===== config.mk =====
export PLATFORM = sky130hd
export DESIGN_NAME = rdc_reloading_down_counter
export DESIGN_NICKNAME = d
export VERILOG_FILES = /design/src/design/rdc_pkg.sv /design/src/design/rdc_edge_det.sv /design/src/design/rdc_reloading_down_counter.sv
export SDC_FILE = /design/constraint.sdc
export NUM_CORES = 1
export LEC_CHECK = 0
export ABC_AREA = 1
export BUFFER_PORTS_ARGS = -buffer_cell sky130_fd_sc_hd__buf_2
export CORE_AREA = 3 3 40 42
export CTS_CLUSTER_SIZE = 12
export DETAILED_ROUTE_END_ITERATION = 12
export DIE_AREA = 0 0 43 45
export PLACE_DENSITY = 0.79
export SLEW_MARGIN = 20
export SYNTH_ARGS = -nofsm -noshare
export SYNTH_HDL_FRONTEND = slang
export SYNTH_SLANG_ARGS = --single-unit
export TNS_END_PERCENT = 5

===== constraint.sdc =====
create_clock -name sys_clk -period 1.4 [get_ports sys_clk]
set_input_delay 0.14 -clock sys_clk [delete_from_list [all_inputs] [get_ports sys_clk]]
set_output_delay 0.14 -clock sys_clk [all_outputs]
set_load 0.005 [all_outputs]

===== src/design/rdc_pkg.sv =====
// Constants and types shared by the reloading down-counter
`default_nettype none
package rdc_pkg;
    // =====================================================
    // Widths, reset values, terminal count and step
    localparam int unsigned RDC_CNT_W = 4;
    localparam logic [3:0] RDC_RELOAD_RST = 4'h0;
    localparam logic [3:0] RDC_COUNT_RST = 4'h0;
    localparam logic [3:0] RDC_TERMINAL = 4'h0;
    localparam logic [3:0] RDC_STEP = 4'h1;
    // =====================================================
    // Strobe edge detector states
    typedef enum logic [1:0] {
        RDC_ST_LOW = 2'b01,
        RDC_ST_HIGH = 2'b10
    } rdc_edge_st_t;
endpackage : rdc_pkg
`default_nettype wire


===== src/design/rdc_edge_det.sv =====
// Rising-edge detector for the count strobe
`timescale 1ns/1ns
`default_nettype none
module rdc_edge_det (
    input wire logic sys_clk,
    input wire logic sys_rst,
    input wire logic level_in,
    output logic rise_pulse
);
    import rdc_pkg::*;

    rdc_edge_st_t st_q;
    rdc_edge_st_t st_d;

    always_comb begin
        case (st_q)
            RDC_ST_LOW: st_d = level_in ? RDC_ST_HIGH : RDC_ST_LOW;
            RDC_ST_HIGH: st_d = level_in ? RDC_ST_HIGH : RDC_ST_LOW;
            default: st_d = RDC_ST_LOW;
        endcase
    end

    always_ff @(posedge sys_clk) begin
        if (sys_rst) begin
            st_q <= RDC_ST_LOW;
        end else begin
            st_q <= st_d;
        end
    end

    // Combinational one-cycle enable; input is taken as synchronous
    assign rise_pulse = level_in && (st_q == RDC_ST_LOW);
endmodule : rdc_edge_det
`default_nettype wire


===== src/design/rdc_reloading_down_counter.sv =====
// Auto-reloading down-counter dividing the address-latch strobe
//
// Notes on behaviour
// - Host writes initial count into a four-bit reload register kept as source.
// - Stored reload value is transferred into separate four-bit down-counting register.
// - On reaching zero the counter reloads from reload register automatically.
// - Each decrement to zero drives a pulse on a dedicated output pin; a count of zero loaded from the reload register gives none.
// - Counter advances on the address-latch strobe, any signal could serve.
// - Host may write a new reload value any time, changing division ratio.
`timescale 1ns/1ns
`default_nettype none
module rdc_reloading_down_counter
#(
    parameter int unsigned CNT_W = rdc_pkg::RDC_CNT_W
) (
    input wire logic sys_clk,
    input wire logic sys_rst,
    input wire logic count_strobe,
    input wire logic reload_wr,
    input wire logic [3:0] reload_wdata,
    output logic [3:0] reload_value,
    output logic [3:0] count_value,
    output logic terminal_pulse
);
    import rdc_pkg::*;

    // Ports are fixed at four bits, so any other width is refused here
    if (CNT_W != RDC_CNT_W) begin : g_width_check
        $error("rdc: only a 4-bit counter is supported");
    end

    // =====================================================
    // Terminal-count decode
    // Shared by the reload decision and the pulse flag
    function automatic logic rdc_is_terminal(input logic [3:0] value);
        return value == RDC_TERMINAL;
    endfunction : rdc_is_terminal

    // =====================================================
    // Count strobe edges
    logic strobe_en;

    // strobe rising edge as count enable
    // Strobe is taken as synchronous; a long high level still counts once
    rdc_edge_det u_edge (
        .sys_clk(sys_clk),
        .sys_rst(sys_rst),
        .level_in(count_strobe),
        .rise_pulse(strobe_en)
    );

    // =====================================================
    // Reload and counting registers
    logic [3:0] reload_q;
    logic [3:0] reload_d;
    logic [3:0] count_q;
    logic [3:0] count_d;
    logic term_q;
    logic term_d;
    logic load_pend_q;
    logic load_pend_d;

    always_comb begin
        reload_d = reload_q;
        count_d = count_q;
        term_d = term_q;
        load_pend_d = load_pend_q;
        if (reload_wr) begin
            reload_d = reload_wdata;
            load_pend_d = 1'b1;
        end
        // Write on a strobe edge: the count steps with the old value now, the new one loads at the next edge
        if (strobe_en) begin
            term_d = 1'b0;
            if (load_pend_q) begin
                count_d = reload_q;
                load_pend_d = reload_wr;
            end else if (rdc_is_terminal(count_q)) begin
                count_d = reload_q;
            end else begin
                count_d = count_q - RDC_STEP;
                term_d = rdc_is_terminal(count_d);
            end
        end
    end

    always_ff @(posedge sys_clk) begin
        if (sys_rst) begin
            reload_q <= RDC_RELOAD_RST;
            count_q <= RDC_COUNT_RST;
            term_q <= 1'b0;
            load_pend_q <= 1'b0;
        end else begin
            reload_q <= reload_d;
            count_q <= count_d;
            term_q <= term_d;
            load_pend_q <= load_pend_d;
        end
    end

    // Pulse holds from the strobe that reached zero until the next strobe
    // Zero is held one count period, so the ratio is the reload value plus one
    assign reload_value = reload_q;
    assign count_value = count_q;
    assign terminal_pulse = term_q;

    // =====================================================
    // Checks on the reload path
    // Antecedents of a_first_load and a_pend_clear use the internal count enable, so those checks only fire on a real edge

    property p_wr_stores;
        @(posedge sys_clk) disable iff (sys_rst)
        reload_wr |=> reload_value == $past(reload_wdata);
    endproperty
    a_wr_stores: assert property (p_wr_stores) else $error("reload write not stored");

    property p_reload_hold;
        @(posedge sys_clk) disable iff (sys_rst)
        !reload_wr |=> $stable(reload_value);
    endproperty
    a_reload_hold: assert property (p_reload_hold) else $error("reload value moved without a write");

    property p_pend_set;
        @(posedge sys_clk) disable iff (sys_rst)
        reload_wr |=> load_pend_q;
    endproperty
    a_pend_set: assert property (p_pend_set) else $error("rewrite not scheduled");

    property p_rewrite_held;
        @(posedge sys_clk) disable iff (sys_rst)
        (load_pend_q && !strobe_en) |=> load_pend_q;
    endproperty
    a_rewrite_held: assert property (p_rewrite_held) else $error("pending reload lost");

    property p_first_load;
        @(posedge sys_clk) disable iff (sys_rst)
        (strobe_en && load_pend_q) |=> count_value == $past(reload_q);
    endproperty
    a_first_load: assert property (p_first_load) else $error("reload not transferred");

    property p_pend_clear;
        @(posedge sys_clk) disable iff (sys_rst)
        (strobe_en && load_pend_q && !reload_wr) |=> !load_pend_q;
    endproperty
    a_pend_clear: assert property (p_pend_clear) else $error("pending reload not cleared");

    // =====================================================
    // Checks on counting and the pulse

    property p_zero_reload;
        @(posedge sys_clk) disable iff (sys_rst)
        (strobe_en && !load_pend_q && count_q == 4'h0) |=> count_value == $past(reload_q);
    endproperty
    a_zero_reload: assert property (p_zero_reload) else $error("no reload at zero");

    property p_term_set;
        @(posedge sys_clk) disable iff (sys_rst)
        (strobe_en && !load_pend_q && count_q == 4'h1) |=> terminal_pulse;
    endproperty
    a_term_set: assert property (p_term_set) else $error("terminal pulse missing");

    property p_pulse_at_zero;
        @(posedge sys_clk) disable iff (sys_rst)
        terminal_pulse |-> count_value == 4'h0;
    endproperty
    a_pulse_at_zero: assert property (p_pulse_at_zero) else $error("terminal pulse with count not zero");

    property p_term_quiet;
        @(posedge sys_clk) disable iff (sys_rst)
        (strobe_en && (load_pend_q || count_q == 4'h0)) |=> !terminal_pulse;
    endproperty
    a_term_quiet: assert property (p_term_quiet) else $error("terminal pulse on a load");

    property p_no_strobe_hold;
        @(posedge sys_clk) disable iff (sys_rst)
        !strobe_en |=> $stable(count_value);
    endproperty
    a_no_strobe_hold: assert property (p_no_strobe_hold) else $error("count moved without strobe");

    property p_edge_once;
        @(posedge sys_clk) disable iff (sys_rst)
        strobe_en |=> !strobe_en;
    endproperty
    a_edge_once: assert property (p_edge_once) else $error("strobe level counted twice");

    property p_dec_one;
        @(posedge sys_clk) disable iff (sys_rst)
        (strobe_en && !load_pend_q && count_q != 4'h0) |=> count_value == $past(count_q) - 4'h1;
    endproperty
    a_dec_one: assert property (p_dec_one) else $error("decrement not by one");

    property p_term_drop;
        @(posedge sys_clk) disable iff (sys_rst)
        (terminal_pulse && strobe_en) |=> !terminal_pulse;
    endproperty
    a_term_drop: assert property (p_term_drop) else $error("terminal pulse too long");

    property p_pulse_hold;
        @(posedge sys_clk) disable iff (sys_rst)
        (terminal_pulse && !strobe_en) |=> terminal_pulse;
    endproperty
    a_pulse_hold: assert property (p_pulse_hold) else $error("terminal pulse too short");
endmodule : rdc_reloading_down_counter
`default_nettype wire


==> results_dict.tcl, run 1 <==
set metrics [dict create \
    drive_gt1_frac 0.302 \
    grt_pass1_wl_mm 1.77 \
    core_um2 1280 \
    grt-ovfl-total 0 \
    wirelength_mm 1.03 \
    num_rows 13 \
    critPathTopFamily "flip-flops" \
    critPathArrivalTime_ns 1.36 \
    vias_per_cell 4.55 \
    htreeDepth 1 \
    die_h_um 45 \
    n_fill_cell 135 \
    finalNetCount 109 \
    cp_max_fo 6 \
    die-area_um2 1940 \
    ys.flop_type "dfxtp_1" \
    drt_drc_violations_left 0 \
    slowest_stage "dfxtp_1" \
    synth_area_leaders "dfxtp_1 (42%), nand2_1 (10%), inv_1 (7.3%)" \
    dp_slack_ns 0.215 \
    cts.repair.resized 0 \
    wire_per_inst_um 9.26 \
    cts_hold_buf 0 \
    p_leak_nw 0.357 \
    ios 17 \
    syn_avg_cell_area_um2 7.34 \
    synth_top_area_share 0.425 \
    hold_viol_final 0 \
    cp.required_ns 1.57 \
    numCtsBuffers 3 \
    final_core_util 0.535 \
    ys_async_sr_fraction 0 \
    dpl.hpwl_um 826 \
    clockBufferDepth 2 \
    endpoint_kind "register" \
    clock-sinks 12 \
    gr-usage-all-layers 0.120 \
    fin_worst_skew_ns 0.00331 \
    cts_setup_buffers 0 \
    cts_tree "built" \
    initial_utilization 0.440 \
    synthesis.area_um2 566 \
    fin_tns_setup_ns 0 \
    p_per_area_nw_per_um2 1160 \
    grt_pass1_vias 459 \
    cpMostUsedCell "nor2_1" \
    multi_input_area_um2 262 \
    dr.pass1.iters 3 \
    die_x_um 43 \
    path_class "reg2reg" \
    worstHoldPathType "in2reg" \
    ys_seq_area_frac 0.425 \
    max_freq_mhz 842 \
    gp_congestion 0.749 \
    rsz0062_at_grt "no" \
    root_buffer "clkbuf_4" \
    io_buffers 16 \
    synth_edf_count 0 \
    grt_max_degree 10 \
    slew_headroom 0.844 \
    cap_viol_max_count 0 \
    synth_seq_cells 12 \
    ir_drop_v 0.000446 \
    yosysUniqueCellTypes 16 \
    n_antenna_cell 0 \
    cp_cell_sequence "inv_2 -> ha_1 -> nand3_2 -> nand2_4 -> inv_4 -> nor2_1 -> nor2_1 -> nor2_1" \
    period_minus_slack_ns 1.19 \
    synth_top_area_cell "dfxtp_1" \
    area_growth_pct 21.5 \
    synth_warnings 0 \
    synth_cells 77 \
    critPathBufInv 2 \
    finalCritPeriodShare 0.849 \
    maxSlewViolCount 0 \
    status "finished clean" \
    drt_iter0_markers 7 \
    worst_pin_slew_ns 0.234 \
    cts.clk_slew.worst_paths_ns 0.07 \
    ant_nets 0 \
    hold_ws_ns 0.0593 \
    cp_slowest_stage_delay_ns 0.38 \
    clk_latency_ns 0.27 \
    worst_slack_ns 0.212 \
    cp-start-kind "register" \
    setup_viol 0 \
    yosysMostFrequentCell "nand2_1" \
    synth_nets 88 \
    vias 505 \
    synth_common_cells "nand2_1 (15), dfxtp_1 (12), inv_1 (11)" \
    grt_antenna_before_repair 0 \
    regArea_um2 240 \
]
[layer usage]
metal / part of all wire / wire, um / track usage / up-vias
met5: 0 / 0 / 0 / -
met2: 0.45 / 467 / 0.210 / 12
li1: - / - / - / 283
met4: 0.019 / 20 / 0.0542 / 0
met1: 0.48 / 491 / 0.142 / 208
met3: 0.047 / 48 / 0.0239 / 2
[power by group]
part	internal, mW	total [mW]	switching [mW]
logic	0.0785	0.197	0.119
registers	0.369	0.391	0.0213
clock network	0.0995	0.207	0.108
total	0.548	0.795	0.248
[path summary, 6_finish.rpt]
path	slack [ns]	cells past startpoint	start	end
max	0.21	8	count_value[0]$_SDFFE_PP0P_	count_value[1]$_SDFFE_PP0P_
max reg2reg	0.21	8	count_value[0]$_SDFFE_PP0P_	count_value[1]$_SDFFE_PP0P_
min reg2reg	0.47	2	reload_value[0]$_SDFFE_PP0P_	reload_value[0]$_SDFFE_PP0P_
min	0.06	2	sys_rst	terminal_pulse$_SDFFE_PP0P_
[final cells by class]
class                   count  area share
multi-input cells          49       0.381
flip-flops and latches     12       0.350
repair buffers             16       0.117
inverters                  16      0.0929
clock buffers               3      0.0328
well taps                  15      0.0273
[sequential cells by signal, summed over array words and instances, names as in the netlist]
signal,cells
load_pend_q,1
reload_value,4
count_value,4
terminal_pulse,1
u_edge.st_q,2
[logic make-up after synthesis]
logic type	synth area share
AO/OA/AOI/OAI	0.190
adder cells (fa/ha/maj)	0.0664
buffers and inverters	0.113
flip-flops	0.425
AND/OR/NAND/NOR	0.206
[through the flow]
stage               instance area (um2)  power (mW)  std cells
detailed placement                  664       0.598        108
CTS                                 687       0.800        111
global route                        687       0.840        111
global placement                    664       0.593        108
floorplan                           566       0.539         77
finish                              687       0.795        111
[cells in the final DEF, fill, tap and decap left out, types with 2 or more instances in the layout]
cell / synthesis / final
o21ai_0: 8 / 8
a21oi_1: 7 / 7
buf_2: 0 / 16
dfxtp_1: 12 / 12
clkbuf_4: 0 / 3
ha_1: 3 / 3
inv_1: 11 / 11
inv_2: 3 / 3
nand2_1: 15 / 15
o21ai_1: 3 / 3
nand3_1: 2 / 2
a21oi_2: 2 / 2
nor2_1: 6 / 6
No activity file was read; power rests on OpenSTA's default activity.
==> run 2, diff against run 1 <==
--- a/config.mk
+++ b/config.mk
@@ -7,11 +7,11 @@
 export LEC_CHECK = 0
 export ABC_AREA = 1
 export BUFFER_PORTS_ARGS = -buffer_cell sky130_fd_sc_hd__buf_2
-export CORE_AREA = 3 3 40 42
+export CORE_MARGIN = 3
+export CORE_UTILIZATION = 42
 export CTS_CLUSTER_SIZE = 12
 export DETAILED_ROUTE_END_ITERATION = 12
-export DIE_AREA = 0 0 43 45
-export PLACE_DENSITY = 0.79
+export PLACE_DENSITY = 0.81
 export SLEW_MARGIN = 20
 export SYNTH_ARGS = -nofsm -noshare
 export SYNTH_HDL_FRONTEND = slang
==> constraint.sdc (replaced) <==
create_clock -name sys_clk -period 1 [get_ports sys_clk]
set_input_delay 0.1 -clock sys_clk [delete_from_list [all_inputs] [get_ports sys_clk]]
set_output_delay 0.1 -clock sys_clk [all_outputs]
set_load 0.005 [all_outputs]
==> run 2 against run 1 <==
The flow now finishes with violations (setup timing). Critical path type unchanged. Count of clock-buffer cells in the layout is the same. Clock power grew 43%. Wire length up 36%. Non-clock buffer count is 8 higher. Combinational power rose by 110%. Cell count is 6.3% higher. Register-to-register slack got worse by 0.30 ns.
==> results_dict.tcl, run 2 (synthesis results as in run 1) <==
set metrics [dict create \
    slew_headroom 0.805 \
    dp_slack_ns -0.136 \
    die_x_um 42.7 \
    slowest_stage "dfxtp_1" \
    setup_viol 5 \
    power_frac_seq 0.436 \
    crit_end "count_value[3]$_SDFFE_PP0P_" \
    violations "setup timing" \
    gp_congestion 0.789 \
    cp-start-kind "register" \
    grt_max_degree 10 \
    cp_max_fo 5 \
    dr.pass1.iters 4 \
    worstRegToRegCells 7 \
    critPathArrivalTime_ns 1.30 \
    p_per_area_nw_per_um2 1550 \
    drive_gt1_frac 0.500 \
    layout_common_cells "buf_2 (16), nand2_1 (13), dfxtp_1 (10), inv_1 (9), a21oi_1 (7)" \
    path_class "reg2reg" \
    worst_slack_ns -0.0843 \
    worstHoldPathType "in2reg" \
    vias_per_cell 4.95 \
    die_h_um 42.7 \
    grt_antenna_before_repair 0 \
    ant_nets 0 \
    critPathTopFamily "buffers and inverters" \
    clockBufferDepth 2 \
    comb_power_share 0.328 \
    num_rows 12 \
    vias 584 \
    hold_viol_final 0 \
    final_core_util 0.681 \
    wire_per_inst_um 11.9 \
    clk_latency_ns 0.27 \
    cts_tree "built" \
    io_buffers 16 \
    numCtsBuffers 3 \
    cts.clk_slew.worst_paths_ns 0.07 \
    ios 17 \
    hold_ws_ns 0.0113 \
    htreeDepth 1 \
    area_growth_pct 42.9 \
    final_common_cell "buf_2" \
    fin_worst_skew_ns 0.000343 \
    r2r-start "u_edge.st_q[1]$_SDFF_PP0_" \
    r2r_slack_ns -0.08 \
    worst_pin_slew_ns 0.291 \
    drt_drc_violations_left 0 \
    drt_iter0_markers 5 \
    p_leak_nw 0.401 \
    root_buffer "clkbuf_4" \
    grt-ovfl-total 0 \
    endpoint_kind "register" \
    fin_tns_setup_ns -0.396 \
    regToRegEndpoint "count_value[3]$_SDFFE_PP0P_" \
    gr-usage-all-layers 0.159 \
    grt_pass1_wl_mm 2.14 \
    stdcell_area_um2 808 \
    n_antenna_cell 0 \
    p_int_mw 0.839 \
    rsz0062_at_grt "yes" \
    grt_pass1_vias 540 \
    ir_drop_v 0.000883 \
    clock-sinks 12 \
    crit_cells 7 \
    pwr-share-clk 0.236 \
    finalCritPeriodShare 1.08 \
    finalNetCount 117 \
    cp_slowest_stage_delay_ns 0.31 \
    setup.worst_path.start "u_edge.st_q[1]$_SDFF_PP0_" \
    max_freq_mhz 922 \
    critPathBufInv 4 \
    p_sw_frac 0.331 \
    maxSlewViolCount 0 \
    cap_viol_max_count 0 \
    dpl.hpwl_um 952 \
    place_area_um2 716 \
    status "finished with violations" \
    initial_utilization 0.477 \
    wirelength_mm 1.40 \
    cp.required_ns 1.22 \
    p_sw_mw 0.416 \
    core_um2 1190 \
    period_minus_slack_ns 1.08 \
    cp_cell_sequence "inv_1 -> ha_2 -> nand2_2 -> clkinv_4 -> buf_6 -> buf_4 -> a21oi_2" \
    die-area_um2 1820 \
]
[run 2: changes by cell type in the layout (fill, tap and decap cells not counted), moves of 3 or more]
| cell | previous run | this run |
|---|---|---|
| nor2_1 | 6 | 3 |
| o21ai_2 | 0 | 3 |
| o21ai_0 | 8 | 5 |
| buf_4 | 0 | 6 |
[run 2: per-layer routing]
layer  up-vias  global-route usage  part of all wire
met5         -                   0                 0
met1       262               0.170              0.41
met2        17               0.278              0.50
met4         0               0.106             0.041
met3         7              0.0297             0.048
li1        298                   -                 -
[run 2: per-stage QoR]
step	power, mW	instances
final	1.26	118
after CTS	1.21	118
after floorplan	0.769	77
after detailed placement	0.887	112
after global routing	1.33	118
after global placement	0.875	112
[run 2: worst min path at each step]
stage / start / endpoint / slack [ns] / cells after the start
after detailed placement: sys_rst / terminal_pulse$_SDFFE_PP0P_ / 0.30 / 2
final: sys_rst / terminal_pulse$_SDFFE_PP0P_ / 0.01 / 2
after floorplan: sys_rst / terminal_pulse$_SDFFE_PP0P_ / 0.16 / 1
after global routing: sys_rst / terminal_pulse$_SDFFE_PP0P_ / 0.02 / 2
after CTS: sys_rst / terminal_pulse$_SDFFE_PP0P_ / 0.004 / 2
after global placement: sys_rst / terminal_pulse$_SDFFE_PP0P_ / 0.29 / 2
[run 2: power groups by stage]
| stage | sequential (mW) | combinational [mW] | clock (mW) |
|---|---|---|---|
| after global routing | 0.551 | 0.459 | 0.317 |
| after CTS | 0.546 | 0.367 | 0.296 |
| after floorplan | 0.560 | 0.209 | 0 |
| after detailed placement | 0.556 | 0.331 | 0 |
| final | 0.547 | 0.412 | 0.297 |
| after global placement | 0.555 | 0.320 | 0 |
[run 2: layout make-up]
type / instances / area (um2)
Fill cell: 105 / 378
Multi-Input combinational cell: 49 / 310
Sequential cell: 12 / 243
Tap cell: 14 / 17.5
Timing Repair Buffer: 24 / 148
Clock buffer: 3 / 22.5
Inverter: 16 / 67.6
[run 2: what timing repair did]
action	in CTS	in global routing
buffers inserted	3	0
setup endpoints to repair	5	6
hold buffers	0	0
resized for setup	9	9
pin swaps	4	9
